--- src/pkg/ssc_pkg.sv ---
// Constants shared by the semaphore control block
package ssc_pkg;

    // Register byte offsets
    localparam logic [11:0] OFS_TASK_ACQUIRE   = 12'h024;
    localparam logic [11:0] OFS_TASK_RELEASE   = 12'h028;
    localparam logic [11:0] OFS_EVT_END        = 12'h104;
    localparam logic [11:0] OFS_EVT_RXFULL     = 12'h110;
    localparam logic [11:0] OFS_EVT_TAKEN      = 12'h128;
    localparam logic [11:0] OFS_SHORTCUT       = 12'h200;
    localparam logic [11:0] OFS_IRQ_EN_SET     = 12'h304;
    localparam logic [11:0] OFS_IRQ_EN_CLR     = 12'h308;
    localparam logic [11:0] OFS_SEM_STATE      = 12'h400;
    localparam logic [11:0] OFS_IRQ_STATUS     = 12'h600;
    localparam logic [11:0] OFS_IRQ_CLEAR      = 12'h604;

    // Event bit positions in enable, status and clear registers
    localparam int unsigned EVT_N              = 3;
    localparam int unsigned EVT_END_BIT        = 0;
    localparam int unsigned EVT_RXFULL_BIT     = 1;
    localparam int unsigned EVT_TAKEN_BIT      = 2;

    // Field positions
    localparam int unsigned TASK_BIT           = 0;
    localparam int unsigned SHORT_END_ACQ_BIT  = 0;

    // Reset values
    localparam logic [EVT_N-1:0] IRQ_EN_RESET  = 3'h0;
    localparam logic             SHORT_RESET   = 1'b0;

    // Semaphore state codes as read back
    localparam logic [1:0] SEM_CODE_FREE       = 2'h0;
    localparam logic [1:0] SEM_CODE_CPU        = 2'h1;
    localparam logic [1:0] SEM_CODE_SLAVE      = 2'h2;
    localparam logic [1:0] SEM_CODE_PEND       = 2'h3;

    // Receive buffer size in bytes and index of the last bit in a byte
    localparam logic [7:0] RX_BUF_BYTES        = 8'h04;
    localparam logic [2:0] BITS_LAST           = 3'h7;

    typedef enum logic [1:0] {
        SSC_FREE,
        SSC_CPU,
        SSC_SLAVE,
        SSC_PEND
    } ssc_sem_type;

endpackage : ssc_pkg

--- src/logic/ssc_top.sv ---
// Semaphore control for a serial slave shared buffer, with APB registers
// Summary of operation
// - Processor taking semaphore sets event; writing zero clears
// - Shortcut bit acquires semaphore on every end
// - Enable-set write one enables that event interrupt
// - Enable-clear write one disables that event interrupt
// - State reads free 0, processor 1, slave 2
// - State 3: slave holds, processor handover pending
// - Processor owns semaphore out of reset
// - Independent enables, all disabled at reset
// - Release task frees processor's semaphore hold
//
// The APB slave port was decided locally.
`timescale 1ns/1ps
`default_nettype none
module ssc_top
    import ssc_pkg::*;
(
    // Clock and reset
    input  wire logic        pclk,
    input  wire logic        presetn,
    // APB slave
    input  wire logic        psel,
    input  wire logic        penable,
    input  wire logic        pwrite,
    input  wire logic [11:0] paddr,
    input  wire logic [31:0] pwdata,
    output var  logic [31:0] prdata,
    output var  logic        pready,
    output var  logic        pslverr,
    // Serial link from the external master
    input  wire logic        sck,
    input  wire logic        csn_n,
    input  wire logic        mosi,
    // Interrupt
    output var  logic        irq
);

    // Synchronised link pins
    logic [2:0] pins_s;
    logic       sck_s;
    logic       csn_s_n;
    logic       sck_prev_q;
    logic       csn_prev_q;
    logic       frame_start;
    logic       frame_stop;
    logic       sck_rise;

    ssc_sync #(
        .W (3)
    ) u_sync (
        .pclk    (pclk),
        .presetn (presetn),
        .d       ({mosi, ~csn_n, sck}),
        .q       (pins_s)
    );

    assign sck_s   = pins_s[0];
    // Select is synchronised active high so the reset value 0 means deselected
    assign csn_s_n = !pins_s[1];

    // Edge finders; reset to idle levels so no false edge after reset
    always_ff @(posedge pclk or negedge presetn) begin
        if (!presetn) begin
            sck_prev_q <= 1'b0;
            csn_prev_q <= 1'b1;
        end else begin
            sck_prev_q <= sck_s;
            csn_prev_q <= csn_s_n;
        end
    end

    assign frame_start = csn_prev_q && !csn_s_n;
    assign frame_stop  = !csn_prev_q && csn_s_n;
    assign sck_rise    = !sck_prev_q && sck_s && !csn_s_n;

    // APB decode; writes take effect at the edge with pready high, read data is sampled one edge earlier
    logic        access;
    logic        wr_en;
    logic        rd_hit;
    logic        mapped;
    logic [31:0] rd_val;
    logic        short_q;
    logic [1:0]  sem_code;
    logic [EVT_N-1:0] irq_en_q;
    logic [EVT_N-1:0] evt_q;

    assign access = psel && penable && pready;
    assign wr_en  = access && pwrite;

    always_comb begin
        mapped = 1'b1;
        rd_val = 32'h0000_0000;
        unique case (paddr)
            OFS_TASK_ACQUIRE: rd_val = 32'h0000_0000;
            OFS_TASK_RELEASE: rd_val = 32'h0000_0000;
            OFS_EVT_END:      rd_val = {31'h0, evt_q[EVT_END_BIT]};
            OFS_EVT_RXFULL:   rd_val = {31'h0, evt_q[EVT_RXFULL_BIT]};
            OFS_EVT_TAKEN:    rd_val = {31'h0, evt_q[EVT_TAKEN_BIT]};
            OFS_SHORTCUT:     rd_val = {31'h0, short_q};
            OFS_IRQ_EN_SET:   rd_val = {29'h0, irq_en_q};
            OFS_IRQ_EN_CLR:   rd_val = {29'h0, irq_en_q};
            OFS_SEM_STATE:    rd_val = {30'h0, sem_code};
            OFS_IRQ_STATUS:   rd_val = {29'h0, evt_q};
            OFS_IRQ_CLEAR:    rd_val = 32'h0000_0000;
            default:          mapped = 1'b0;
        endcase
    end

    assign rd_hit = psel && penable && !pready;

    // One wait state: pready rises in the second access cycle
    always_ff @(posedge pclk or negedge presetn) begin
        if (!presetn) begin
            pready  <= 1'b0;
            prdata  <= 32'h0000_0000;
            pslverr <= 1'b0;
        end else begin
            pready  <= rd_hit;
            pslverr <= rd_hit && !mapped;
            // Writes load zero so a refused write never shows stale read data
            if (rd_hit) begin
                prdata <= pwrite ? 32'h0000_0000 : rd_val;
            end else if (!psel) begin
                prdata <= 32'h0000_0000;
            end
        end
    end

    // Task strobes
    logic wr_acquire;
    logic wr_release;

    assign wr_acquire = wr_en && (paddr == OFS_TASK_ACQUIRE) && pwdata[TASK_BIT];
    assign wr_release = wr_en && (paddr == OFS_TASK_RELEASE) && pwdata[TASK_BIT];

    // Shortcut control
    always_ff @(posedge pclk or negedge presetn) begin
        if (!presetn) begin
            short_q <= SHORT_RESET;
        end else if (wr_en && paddr == OFS_SHORTCUT) begin
            short_q <= pwdata[SHORT_END_ACQ_BIT];
        end
    end

    // Interrupt enables
    always_ff @(posedge pclk or negedge presetn) begin
        if (!presetn) begin
            irq_en_q <= IRQ_EN_RESET;
        end else if (wr_en && paddr == OFS_IRQ_EN_SET) begin
            irq_en_q <= irq_en_q | pwdata[EVT_N-1:0];
        end else if (wr_en && paddr == OFS_IRQ_EN_CLR) begin
            irq_en_q <= irq_en_q & ~pwdata[EVT_N-1:0];
        end
    end

    // Semaphore ownership
    ssc_sem_type sem_q;
    logic        granted_q;
    logic        end_evt;
    logic        acq_req;
    logic        taken_evt;

    assign end_evt = frame_stop && granted_q;
    assign acq_req = wr_acquire || (end_evt && short_q);

    // Slave end of transfer releases first, then any acquire is served
    always_ff @(posedge pclk or negedge presetn) begin
        if (!presetn) begin
            sem_q <= SSC_CPU;
        end else begin
            unique case (sem_q)
                SSC_FREE: begin
                    if (acq_req) begin
                        sem_q <= SSC_CPU;
                    end else if (frame_start) begin
                        sem_q <= SSC_SLAVE;
                    end
                end
                SSC_CPU: begin
                    if (wr_release) begin
                        sem_q <= SSC_FREE;
                    end
                end
                SSC_SLAVE: begin
                    if (end_evt && acq_req) begin
                        sem_q <= SSC_CPU;
                    end else if (end_evt) begin
                        sem_q <= SSC_FREE;
                    end else if (acq_req) begin
                        sem_q <= SSC_PEND;
                    end
                end
                SSC_PEND: begin
                    if (end_evt) begin
                        sem_q <= SSC_CPU;
                    end
                end
            endcase
        end
    end

    // Processor obtains the semaphore
    always_comb begin
        taken_evt = 1'b0;
        unique case (sem_q)
            SSC_FREE:  taken_evt = acq_req;
            SSC_CPU:   taken_evt = 1'b0;
            SSC_SLAVE: taken_evt = end_evt && acq_req;
            SSC_PEND:  taken_evt = end_evt;
        endcase
    end

    always_comb begin
        unique case (sem_q)
            SSC_FREE:  sem_code = SEM_CODE_FREE;
            SSC_CPU:   sem_code = SEM_CODE_CPU;
            SSC_SLAVE: sem_code = SEM_CODE_SLAVE;
            SSC_PEND:  sem_code = SEM_CODE_PEND;
        endcase
    end

    // A frame is granted only if the semaphore is free when it opens
    always_ff @(posedge pclk or negedge presetn) begin
        if (!presetn) begin
            granted_q <= 1'b0;
        end else if (frame_start) begin
            granted_q <= (sem_q == SSC_FREE) && !acq_req;
        end else if (frame_stop) begin
            granted_q <= 1'b0;
        end
    end

    // Receive byte counting; the buffer fills once per granted frame
    logic [2:0] bit_cnt_q;
    logic [7:0] byte_cnt_q;
    logic       rx_full_evt;

    assign rx_full_evt = granted_q && sck_rise && (bit_cnt_q == BITS_LAST)
                         && (byte_cnt_q == RX_BUF_BYTES - 8'h01);

    always_ff @(posedge pclk or negedge presetn) begin
        if (!presetn) begin
            bit_cnt_q  <= 3'h0;
            byte_cnt_q <= 8'h00;
        end else if (frame_start) begin
            bit_cnt_q  <= 3'h0;
            byte_cnt_q <= 8'h00;
        end else if (granted_q && sck_rise && byte_cnt_q != RX_BUF_BYTES) begin
            bit_cnt_q <= bit_cnt_q + 3'h1;
            if (bit_cnt_q == BITS_LAST) begin
                byte_cnt_q <= byte_cnt_q + 8'h01;
            end
        end
    end

    // Event flags: cleared by writing 0 to their own register or 1 to the clear register
    logic [EVT_N-1:0] evt_set;
    logic [EVT_N-1:0] evt_clr;
    logic [11:0]      evt_ofs [EVT_N];

    assign evt_set[EVT_END_BIT]    = end_evt;
    assign evt_set[EVT_RXFULL_BIT] = rx_full_evt;
    assign evt_set[EVT_TAKEN_BIT]  = taken_evt;
    assign evt_ofs[EVT_END_BIT]    = OFS_EVT_END;
    assign evt_ofs[EVT_RXFULL_BIT] = OFS_EVT_RXFULL;
    assign evt_ofs[EVT_TAKEN_BIT]  = OFS_EVT_TAKEN;

    for (genvar i = 0; i < EVT_N; i++) begin : g_evt
        assign evt_clr[i] = wr_en && ((paddr == evt_ofs[i] && !pwdata[0])
                            || (paddr == OFS_IRQ_CLEAR && pwdata[i]));
        ssc_evt u_evt (
            .pclk    (pclk),
            .presetn (presetn),
            .set     (evt_set[i]),
            .clr     (evt_clr[i]),
            .flag_q  (evt_q[i])
        );
    end

    // Interrupt output registered for a clean level
    always_ff @(posedge pclk or negedge presetn) begin
        if (!presetn) begin
            irq <= 1'b0;
        end else begin
            irq <= |(evt_q & irq_en_q);
        end
    end

endmodule : ssc_top
`default_nettype wire

--- src/logic/ssc_sync.sv ---
// Two flip-flop synchroniser for pin inputs
`timescale 1ns/1ps
`default_nettype none
module ssc_sync #(
    parameter int unsigned W = 3
) (
    // Clock and reset
    input  wire logic         pclk,
    input  wire logic         presetn,
    // Data
    input  wire logic [W-1:0] d,
    output var  logic [W-1:0] q
);
    logic [W-1:0] meta_q;

    // First stage feeds only the second stage
    always_ff @(posedge pclk or negedge presetn) begin
        if (!presetn) begin
            meta_q <= '0;
            q      <= '0;
        end else begin
            meta_q <= d;
            q      <= meta_q;
        end
    end
endmodule : ssc_sync
`default_nettype wire

--- src/logic/ssc_evt.sv ---
// Sticky event flag with set priority over clear
`timescale 1ns/1ps
`default_nettype none
module ssc_evt (
    // Clock and reset
    input  wire logic pclk,
    input  wire logic presetn,
    // Control
    input  wire logic set,
    input  wire logic clr,
    output var  logic flag_q
);
    // A set in the clearing cycle must not be lost
    always_ff @(posedge pclk or negedge presetn) begin
        if (!presetn) begin
            flag_q <= 1'b0;
        end else if (set) begin
            flag_q <= 1'b1;
        end else if (clr) begin
            flag_q <= 1'b0;
        end
    end
endmodule : ssc_evt
`default_nettype wire

--- config.mk ---
export PLATFORM = sky130hd
export DESIGN_NAME = ssc_top
export DESIGN_NICKNAME = d
export VERILOG_FILES = /design/src/pkg/ssc_pkg.sv /design/src/logic/ssc_top.sv /design/src/logic/ssc_sync.sv /design/src/logic/ssc_evt.sv
export SDC_FILE = /design/constraint.sdc
export NUM_CORES = 1
export LEC_CHECK = 0
export BUFFER_PORTS_ARGS = -buffer_cell sky130_fd_sc_hd__buf_2
export CAP_MARGIN = 30
export CELL_PAD_IN_SITES_DETAIL_PLACEMENT = 0
export CELL_PAD_IN_SITES_GLOBAL_PLACEMENT = 1
export CORE_UTILIZATION = 38
export DETAILED_ROUTE_END_ITERATION = 8
export GPL_ROUTABILITY_DRIVEN = 0
export GPL_TIMING_DRIVEN = 1
export PLACE_DENSITY_LB_ADDON = 0.2
export SKIP_LAST_GASP = 1
export SLEW_MARGIN = 20
export SYNTH_ARGS = -nofsm -noshare
export SYNTH_HDL_FRONTEND = slang
export SYNTH_SLANG_ARGS = --single-unit
--- constraint.sdc ---
create_clock -name pclk -period 4.4 [get_ports pclk]
set_clock_uncertainty 0.1 [all_clocks]
set_input_delay 0.22 -clock pclk [delete_from_list [all_inputs] [get_ports pclk]]
set_output_delay 0.22 -clock pclk [all_outputs]
set_load 0.005 [all_outputs]
==> flow_summary.json, run 1 <==
{
  "final.period_utilization_pct": 40.7,
  "crit_family": "simple AND/OR/NAND/NOR gates",
  "cts.sink_count": 33,
  "power_mw": 0.592,
  "critPathBufInv": 1,
  "clk_latency_ps": 280,
  "status": "completed",
  "wl_met3_um": 170,
  "synthFlopType": "dfrtp_1",
  "cp_num_cells": 6,
  "synth_edf_count": 0,
  "std_cell_rows": 27,
  "dp.final_hpwl_um": 3230,
  "timing_worst_setup_path_type": "input port to register",
  "postRouteAntennaNets": 0,
  "finalWirelength_um": 4290,
  "p_per_area_nw_per_um2": 250,
  "final-setup-viol-count": 0,
  "final_max_slew_viol_count": 0,
  "r2r_start": "pready",
  "synth.most_common_cell": "dfrtp_1",
  "final_core_util_pct": 43.3,
  "seq_area_um2": 828,
  "cts_tree": "done",
  "finalWorstSetupSlack_ps": 2610,
  "cts_buffers": 5,
  "start_kind": "input port",
  "syn_inst": 228,
  "antenna_cells": 0,
  "fp.coreArea_um2": 5470,
  "viasPerCell": 4.97,
  "cts_resized": 0,
  "grt_setup_unrepaired": "false",
  "grt_max_degree": 34,
  "worstMarginPinSlew_ps": 714,
  "syn_avg_cell_area_um2": 9.44,
  "maxCapViolations": 0,
  "relSlewSlack_pct": 52.4,
  "multiInputGateArea_um2": 1150,
  "fin_cells": 334,
  "grt_first_pass_wirelength_um": 7050,
  "drive_gt1_share_pct": 19.8,
  "timing.rr.end": "g_evt[2].u_evt.flag_q",
  "die_h_um": 77.3,
  "yosysUniqueCellTypes": 55,
  "wl_met1_um": 2170,
  "min-delay-start": "pwdata[2]",
  "fill_cells": 599,
  "yosys_warnings": 0,
  "vias": 1660,
  "dr.first_iter.drc_count": 42,
  "synth.cell_area_um2": 2150,
  "design_area_um2": 2370,
  "yosys-top-cells-area": "dfrtp_1 36%, buf_4 10%, nand2_1 4.5%",
  "hold_depth": 3,
  "finalCriticalPeriod_ps": 1790,
  "dieArea_um2": 5970,
  "antenna_found_initial": 0,
  "ff2ff_setup_slack_ps": 2640,
  "placed_area_um2": 2250,
  "layout.nets": 319,
  "ys_top_cells_by_count": "31 x dfrtp_1, 29 x buf_4, 26 x nand2_1",
  "grt_pass1_vias": 1474,
  "crit_path_end_kind": "register",
  "die_w_um": 77.3,
  "clock_tree.root_cell": "clkbuf_8",
  "io_buffers": 27,
  "ir_drop_mv": 0.156,
  "htree_levels": 2,
  "holdWs_ps": 102,
  "max_stage_delay_ps": 450,
  "worstPathArrival_ps": 1880,
  "cp_max_fo": 6,
  "leakagePower_nw": 1.07,
  "start_util_pct": 39.3,
  "met2_length_um": 1880,
  "maxUsedRoutingLayer": "met4",
  "dp_cells": 323,
  "finalSetupTns_ps": 0,
  "overflow": 0,
  "clk_path_buf_depth": 2,
  "yosys.area.top_type_share_pct": 36.0,
  "pre_cts_slack_ps": 2360,
  "ys_seq_elements": 33,
  "ios": 87,
  "reg2reg_depth": 5,
  "drc": 0,
  "hold_viol": 0,
  "cts_setup_buffers": 0,
  "async_flop_share_pct": 100,
  "cp.required_ps": 4490,
  "grtUsageTotal_pct": 15.3,
  "ys_seq_area_share_pct": 38.5,
  "area_growth_pct": 10.1,
  "cp_slowest_cell": "nor4_4",
  "routedWlPerCell_um": 12.8,
  "yosys.area.top_type": "dfrtp_1",
  "hp-class": "input port to register",
  "clk_pin_slew_ps": 70,
  "fmax_ghz": 0.559,
  "crit_chain": "buf_2 > nor4_4 > nand4_1 > o211ai_1 > o21ai_2 > o31ai_2",
  "first_pass_iters": 4
}
sequential cells by signal, summed over array words and instances (netlist names), 2 cells and up, named ones only:
| name | flops |
|---|---|
| byte_cnt_q | 8 |
| u_sync.meta_q | 2 |
| g_evt.u_evt.flag_q | 3 |
| bit_cnt_q | 3 |
| u_sync.q | 2 |
| sem_q | 2 |
| prdata | 3 |
worst min-delay path, cell delays in order:
cell and delay [ps]:
buf_2 120, nand3_1 60, nand2_1 50
cell type report:
type / instances / area share [%]
clock inverter: 3 / 0.739
multi-input combinational: 179 / 48.7
timing repair buffer: 30 / 6.97
clock buffer: 5 / 2.90
sequential: 33 / 35.0
inverter: 12 / 1.90
tap: 72 / 3.80
power by group:
group	switching [mW]	total (mW)	leakage [nW]	internal, mW
logic	0.0402	0.0607	0.601	0.0205
clock network	0.113	0.222	0.0439	0.109
registers	0.00179	0.309	0.425	0.307
total	0.155	0.592	1.07	0.437
what timing repair did:
item | 4_1_cts | 5_1_grt
endpoints found under the hold margin | 33 | 0
hold buffers | 3 | 0
setup endpoints to repair | 0 | 0
layer usage:
metal  vias to the layer above  track usage [%]
li1                        821                -
met1                       790             22.0
met2                        42             22.0
met3                         7             3.93
met4                         0             5.09
met5                         -                0
layout by cell type (no fill, tap or decap), drive strengths merged, types with 3 or more instances in the layout:
cell          n
nor2         17
conb         29
nand2        26
nand4         8
nor4b         7
ha            6
o21ai        10
xor2          5
dlygate4sd3   3
nand3        13
xnor2         5
a21oi         8
clkbuf        5
dfrtp        31
inv          12
nor3          4
nor4          5
buf          27
nand3b        3
how the worst max path moves through the flow:
stage	startpoint	to	slack, ps
after floorplan	paddr[7]	short_q	2770
after global placement	paddr[7]	short_q	2340
after detailed placement	paddr[7]	short_q	2360
after CTS	pready	g_evt[2].u_evt.flag_q	2620
after global routing	pready	g_evt[2].u_evt.flag_q	2500
final	paddr[7]	prdata[2]	2610
kinds of logic after synthesis:
| group | count (synthesis) | share of synthesized area, % |
|---|---|---|
| muxes | 3 | 1.45 |
| other | 1 | 0.174 |
| and+or+nand+nor | 98 | 29.1 |
| AOI/OAI and AO/OA | 33 | 10.5 |
| adders and majority gates | 6 | 3.49 |
| DFF | 33 | 38.5 |
| xor gates and xnor gates | 10 | 4.07 |
| buffers and inverters | 44 | 12.8 |
(Power assumes the default switching activity.)
==> inputs of run 2 (changes only) <==
--- a/config.mk
+++ b/config.mk
@@ -9,7 +9,7 @@
 export CAP_MARGIN = 30
 export CELL_PAD_IN_SITES_DETAIL_PLACEMENT = 0
 export CELL_PAD_IN_SITES_GLOBAL_PLACEMENT = 1
-export CORE_UTILIZATION = 38
+export CORE_UTILIZATION = 35
 export DETAILED_ROUTE_END_ITERATION = 8
 export GPL_ROUTABILITY_DRIVEN = 0
 export GPL_TIMING_DRIVEN = 1
==> constraint.sdc (replaced) <==
create_clock -name pclk -period 1.8 [get_ports pclk]
set_clock_uncertainty 0.1 [all_clocks]
set_input_delay 0.09 -clock pclk [delete_from_list [all_inputs] [get_ports pclk]]
set_output_delay 0.09 -clock pclk [all_outputs]
set_load 0.005 [all_outputs]
==> run 2 against run 1 <==
Register-to-register slack got worse by 2400 ps. Die area increased by 8.3%. Non-clock buffer count is 17 higher. Routed wire length is 4.1% higher. Sequential share of layout area decreased by 2.3 points. Worst setup slack got worse by 2400 ps. Sequential power grew 140%. Power rose to 2.8 times the previous value. Clock power grew to 3.2 times the previous value. Highest routed layer unchanged. Flip-flop and latch count unchanged.
==> flow_summary.json, run 2 (synthesis gave the netlist of run 1 again) <==
{
  "crit_path_end_kind": "register",
  "relSlewSlack_pct": 52.4,
  "maxCapViolations": 0,
  "clock_tree.root_cell": "clkbuf_8",
  "clk_latency_ps": 290,
  "finalWorstSetupSlack_ps": 199,
  "dp_cells": 340,
  "std_cell_rows": 28,
  "hp-class": "input port to register",
  "final.period_utilization_pct": 89.0,
  "cp.required_ps": 1880,
  "hold_viol": 0,
  "finalWirelength_um": 4460,
  "p_per_area_nw_per_um2": 641,
  "worstMarginPinSlew_ps": 714,
  "largest_reg_flops": 8,
  "start_util_pct": 36.4,
  "fmax_ghz": 0.624,
  "fin_cells": 354,
  "viasPerCell": 4.94,
  "worstPathArrival_ps": 1680,
  "drc": 0,
  "vias": 1750,
  "die_w_um": 80.4,
  "layout_common_cells": "31 x dfrtp_1, 29 x conb_1, 27 x buf_2",
  "largest_register": "byte_cnt_q",
  "cts_buffers": 5,
  "htree_levels": 2,
  "final_max_slew_viol_count": 0,
  "leakagePower_nw": 1.17,
  "final-setup-viol-count": 0,
  "timing_worst_setup_path_type": "register to register",
  "placed_area_um2": 2360,
  "grt_setup_unrepaired": "false",
  "grt_pass1_vias": 1552,
  "layout.nets": 336,
  "start_kind": "register",
  "antenna_cells": 0,
  "ir_drop_mv": 0.381,
  "first_pass_iters": 4,
  "dp.final_hpwl_um": 3430,
  "grtUsageTotal_pct": 15.1,
  "fp.coreArea_um2": 5920,
  "final_common_cell": "dfrtp_1",
  "area_growth_pct": 18.0,
  "reg2reg_depth": 5,
  "antenna_found_initial": 0,
  "grt_max_degree": 34,
  "cp_max_fo": 7,
  "power_mw": 1.63,
  "fill_cells": 610,
  "design_area_um2": 2540,
  "ff2ff_setup_slack_ps": 200,
  "cts.sink_count": 33,
  "drive_gt1_share_pct": 24.4,
  "postRouteAntennaNets": 0,
  "die_h_um": 80.4,
  "clk_path_buf_depth": 2,
  "hold_end": "pready",
  "ios": 87,
  "dr.first_iter.drc_count": 76,
  "finalSetupTns_ps": 0,
  "io_buffers": 27,
  "pre_cts_slack_ps": 81.8,
  "cts_tree": "done",
  "clk_pin_slew_ps": 80,
  "dieArea_um2": 6470,
  "r2r_start": "byte_cnt_q[4]",
  "timing.rr.end": "byte_cnt_q[1]",
  "hold_depth": 3,
  "status": "completed",
  "min-delay-start": "penable",
  "grt_first_pass_wirelength_um": 7450,
  "routedWlPerCell_um": 12.6,
  "overflow": 0,
  "finalCriticalPeriod_ps": 1600
}
## run 2: changes by cell type in the layout (fill, tap and decap cells not counted), sizes merged
cell and delta:
bufinv +1, clkinv -1, buf +15, dlygate4sd3 +2
## run 2: stage by stage
step                      hold WS [ps]  util [%]
final                             17.0      42.9
after global routing              35.7      42.9
after CTS                         10.7      42.7
after detailed placement           102      39.9
after global placement            99.0      39.9
after floorplan                   -306         -
## run 2: repair_timing
action,CTS,global route
setup endpoints to repair,0,3
hold endpoints to repair,35,0
setup buffers,0,1
gates resized for setup,0,1
hold buffers,5,0
## run 2: worst max-delay path, cell delays in order (launching register included)
cell	delay [ps]
dfrtp_1	440
nor3_2	230
nand4_1	280
and2_1	260
a21oi_1	150
nor2_1	50
## run 2: power by group
group | switching [mW] | internal [mW] | leakage [nW]
Clock | 0.299 | 0.414 | 0.0543
Combinational | 0.100 | 0.0601 | 0.688
Sequential | 0.00446 | 0.751 | 0.425
Total | 0.404 | 1.23 | 1.17
## run 2: routing by layer
| metal | part of all wire, % | up-vias | track usage [%] |
|---|---|---|---|
| met4 | 1.0 | 0 | 5.54 |
| met3 | 5.4 | 5 | 3.52 |
| li1 | - | 854 | - |
| met2 | 42 | 59 | 21.9 |
| met1 | 51 | 832 | 21.6 |
| met5 | 0 | - | 0 |
## run 2: area by class of cell
| cell class | instances | area, um^2 | area share [%] |
|---|---|---|---|
| timing repair buffer | 47 | 298 | 11.7 |
| multi-input combinational | 179 | 1160 | 45.7 |
| sequential | 33 | 828 | 32.6 |
| tap | 75 | 93.8 | 3.69 |
| inverter | 12 | 45.0 | 1.77 |
| clock inverter | 3 | 46.3 | 1.82 |
| clock buffer | 5 | 68.8 | 2.71 |
## run 2: worst max path at each step
stage	start	endpoint	slack (ps)	cells past startpoint
6_report	byte_cnt_q[4]	byte_cnt_q[1]	200	5
5_1_grt	byte_cnt_q[4]	byte_cnt_q[1]	20	5
4_1_cts	byte_cnt_q[4]	byte_cnt_q[1]	110	5
3_5_place_dp	paddr[7]	prdata[2]	80	6
3_3_place_gp	paddr[3]	prdata[2]	90	6
2_1_floorplan	paddr[7]	short_q	300	4
==> inputs of run 3 (changes only) <==
--- a/config.mk
+++ b/config.mk
@@ -13,7 +13,7 @@
 export DETAILED_ROUTE_END_ITERATION = 8
 export GPL_ROUTABILITY_DRIVEN = 0
 export GPL_TIMING_DRIVEN = 1
-export PLACE_DENSITY_LB_ADDON = 0.2
+export PLACE_DENSITY = 0.9
 export SKIP_LAST_GASP = 1
 export SLEW_MARGIN = 20
 export SYNTH_ARGS = -nofsm -noshare
==> run 3 against run 2 <==
Worst setup slack lost 67 ps. Critical path depth did not move. Largest cell class unchanged. Sequential power barely moved. Utilization is 0.95 points lower. Power down 0.91%.
==> flow_summary.json, run 3 (synthesis gave the netlist of run 1 again) <==
{
  "final_common_cell": "dfrtp_1",
  "drive_gt1_share_pct": 21.7,
  "first_pass_iters": 4,
  "leakagePower_nw": 1.13,
  "antenna_found_initial": 0,
  "die_h_um": 80.4,
  "layout.nets": 329,
  "grt_first_pass_wirelength_um": 7020,
  "start_kind": "register",
  "relSlewSlack_pct": 53.4,
  "largest_reg_flops": 8,
  "maxCapViolations": 0,
  "postRouteAntennaNets": 0,
  "cp_max_fo": 7,
  "holdWs_ps": 31.8,
  "dr.first_iter.drc_count": 95,
  "multiInputGateArea_um2": 1150,
  "clk_latency_ps": 270,
  "seq_area_um2": 828,
  "cp.required_ps": 1870,
  "routedWlPerCell_um": 11.5,
  "largest_register": "byte_cnt_q",
  "timing.rr.end": "byte_cnt_q[1]",
  "clk_path_buf_depth": 2,
  "start_util_pct": 36.4,
  "cts_tree": "done",
  "hold_viol": 0,
  "clk_pin_slew_ps": 70,
  "drc": 0,
  "fp.coreArea_um2": 5920,
  "grt_setup_unrepaired": "false",
  "layout_common_cells": "31 x dfrtp_1, 29 x conb_1, 27 x buf_2",
  "final_max_slew_viol_count": 0,
  "min-delay-start": "penable",
  "grt_pass1_vias": 1591,
  "cts_buffers": 5,
  "grtUsageTotal_pct": 14.1,
  "hold_depth": 3,
  "cts.sink_count": 33,
  "dieArea_um2": 6470,
  "hold_end": "pready",
  "cts_hold_buf": 5,
  "ff2ff_setup_slack_ps": 130,
  "area_growth_pct": 15.3,
  "finalCriticalPeriod_ps": 1670,
  "final-setup-viol-count": 0,
  "fill_cells": 595,
  "clock_tree.root_cell": "clkbuf_8",
  "htree_levels": 2,
  "viasPerCell": 4.87,
  "io_buffers": 27,
  "crit_path_end_kind": "register",
  "r2r_start": "byte_cnt_q[4]",
  "final.period_utilization_pct": 92.7,
  "finalSetupTns_ps": 0,
  "reg2reg_depth": 5,
  "worstMarginPinSlew_ps": 699,
  "finalWirelength_um": 3980,
  "antenna_cells": 0,
  "timing_worst_setup_path_type": "register to register",
  "ir_drop_mv": 0.345,
  "vias": 1690,
  "std_cell_rows": 28,
  "cts_setup_buffers": 0,
  "die_w_um": 80.4,
  "worstPathArrival_ps": 1730,
  "fmax_ghz": 0.599,
  "dp.final_hpwl_um": 3160,
  "hp-class": "input port to register",
  "status": "completed",
  "cts_resized": 0,
  "p_per_area_nw_per_um2": 650,
  "startpoint": "byte_cnt_q[4]",
  "overflow": 0,
  "grt_max_degree": 34,
  "ios": 87
}
[run 3: changes by cell type in the layout (fill, tap and decap cells not counted)]
cell / previous run / this run
clkbuf_8: 5 / 6
nor3_1: 3 / 4
clkinv_4: 1 / 0
clkinvlp_4: 1 / 0
buf_4: 15 / 8
clkbuf_1: 0 / 1
nor3_2: 1 / 0
[run 3: critical path, stage by stage (launching register included)]
cell and delay [ps]:
dfrtp_1 420, nor3_1 290, nand4_1 300, and2_1 260
a21oi_1 140, nor2_1 50
[run 3: stage by stage]
stage | utilization (%) | instance area (um^2) | setup slack [ps] | instances | total power [mW]
6_report | 41.9 | 2480 | 131 | 347 | 1.61
5_1_grt | 41.9 | 2480 | 9.52 | 347 | 1.70
4_1_cts | 41.9 | 2480 | 140 | 347 | 1.64
3_5_place_dp | 39.1 | 2320 | 60.1 | 334 | 0.920
3_3_place_gp | 39.1 | 2320 | 64.8 | 334 | 0.917
2_1_floorplan | - | 2260 | 299 | 256 | 0.886
[run 3: layout make-up]
class,instances,share of cell area (%)
Timing Repair Buffer,40,9.87
Multi-Input combinational cell,179,46.5
Tap cell,75,3.78
Clock inverter,1,1.21
Inverter,12,1.81
Sequential cell,33,33.4
Clock buffer,7,3.48
[run 3: per-layer routing]
| metal | global-route usage, % | wire [um] | part of all wire [%] |
|---|---|---|---|
| met3 | 3.52 | 207 | 5.2 |
| met4 | 4.82 | 51 | 1.3 |
| met1 | 19.0 | 1890 | 48 |
| met2 | 21.7 | 1830 | 46 |
| met5 | 0 | 0 | 0 |
[run 3: worst max path at each step]
stage	end	slack [ps]
after global routing	byte_cnt_q[1]	10
final	byte_cnt_q[1]	130
after detailed placement	prdata[0]	60
after CTS	byte_cnt_q[1]	140
after floorplan	short_q	300
after global placement	short_q	60
[run 3: power breakdown]
part	switching, mW	total, mW	internal, mW
registers	0.00446	0.757	0.752
logic	0.0997	0.158	0.0580
clock network	0.249	0.700	0.451
total	0.353	1.61	1.26
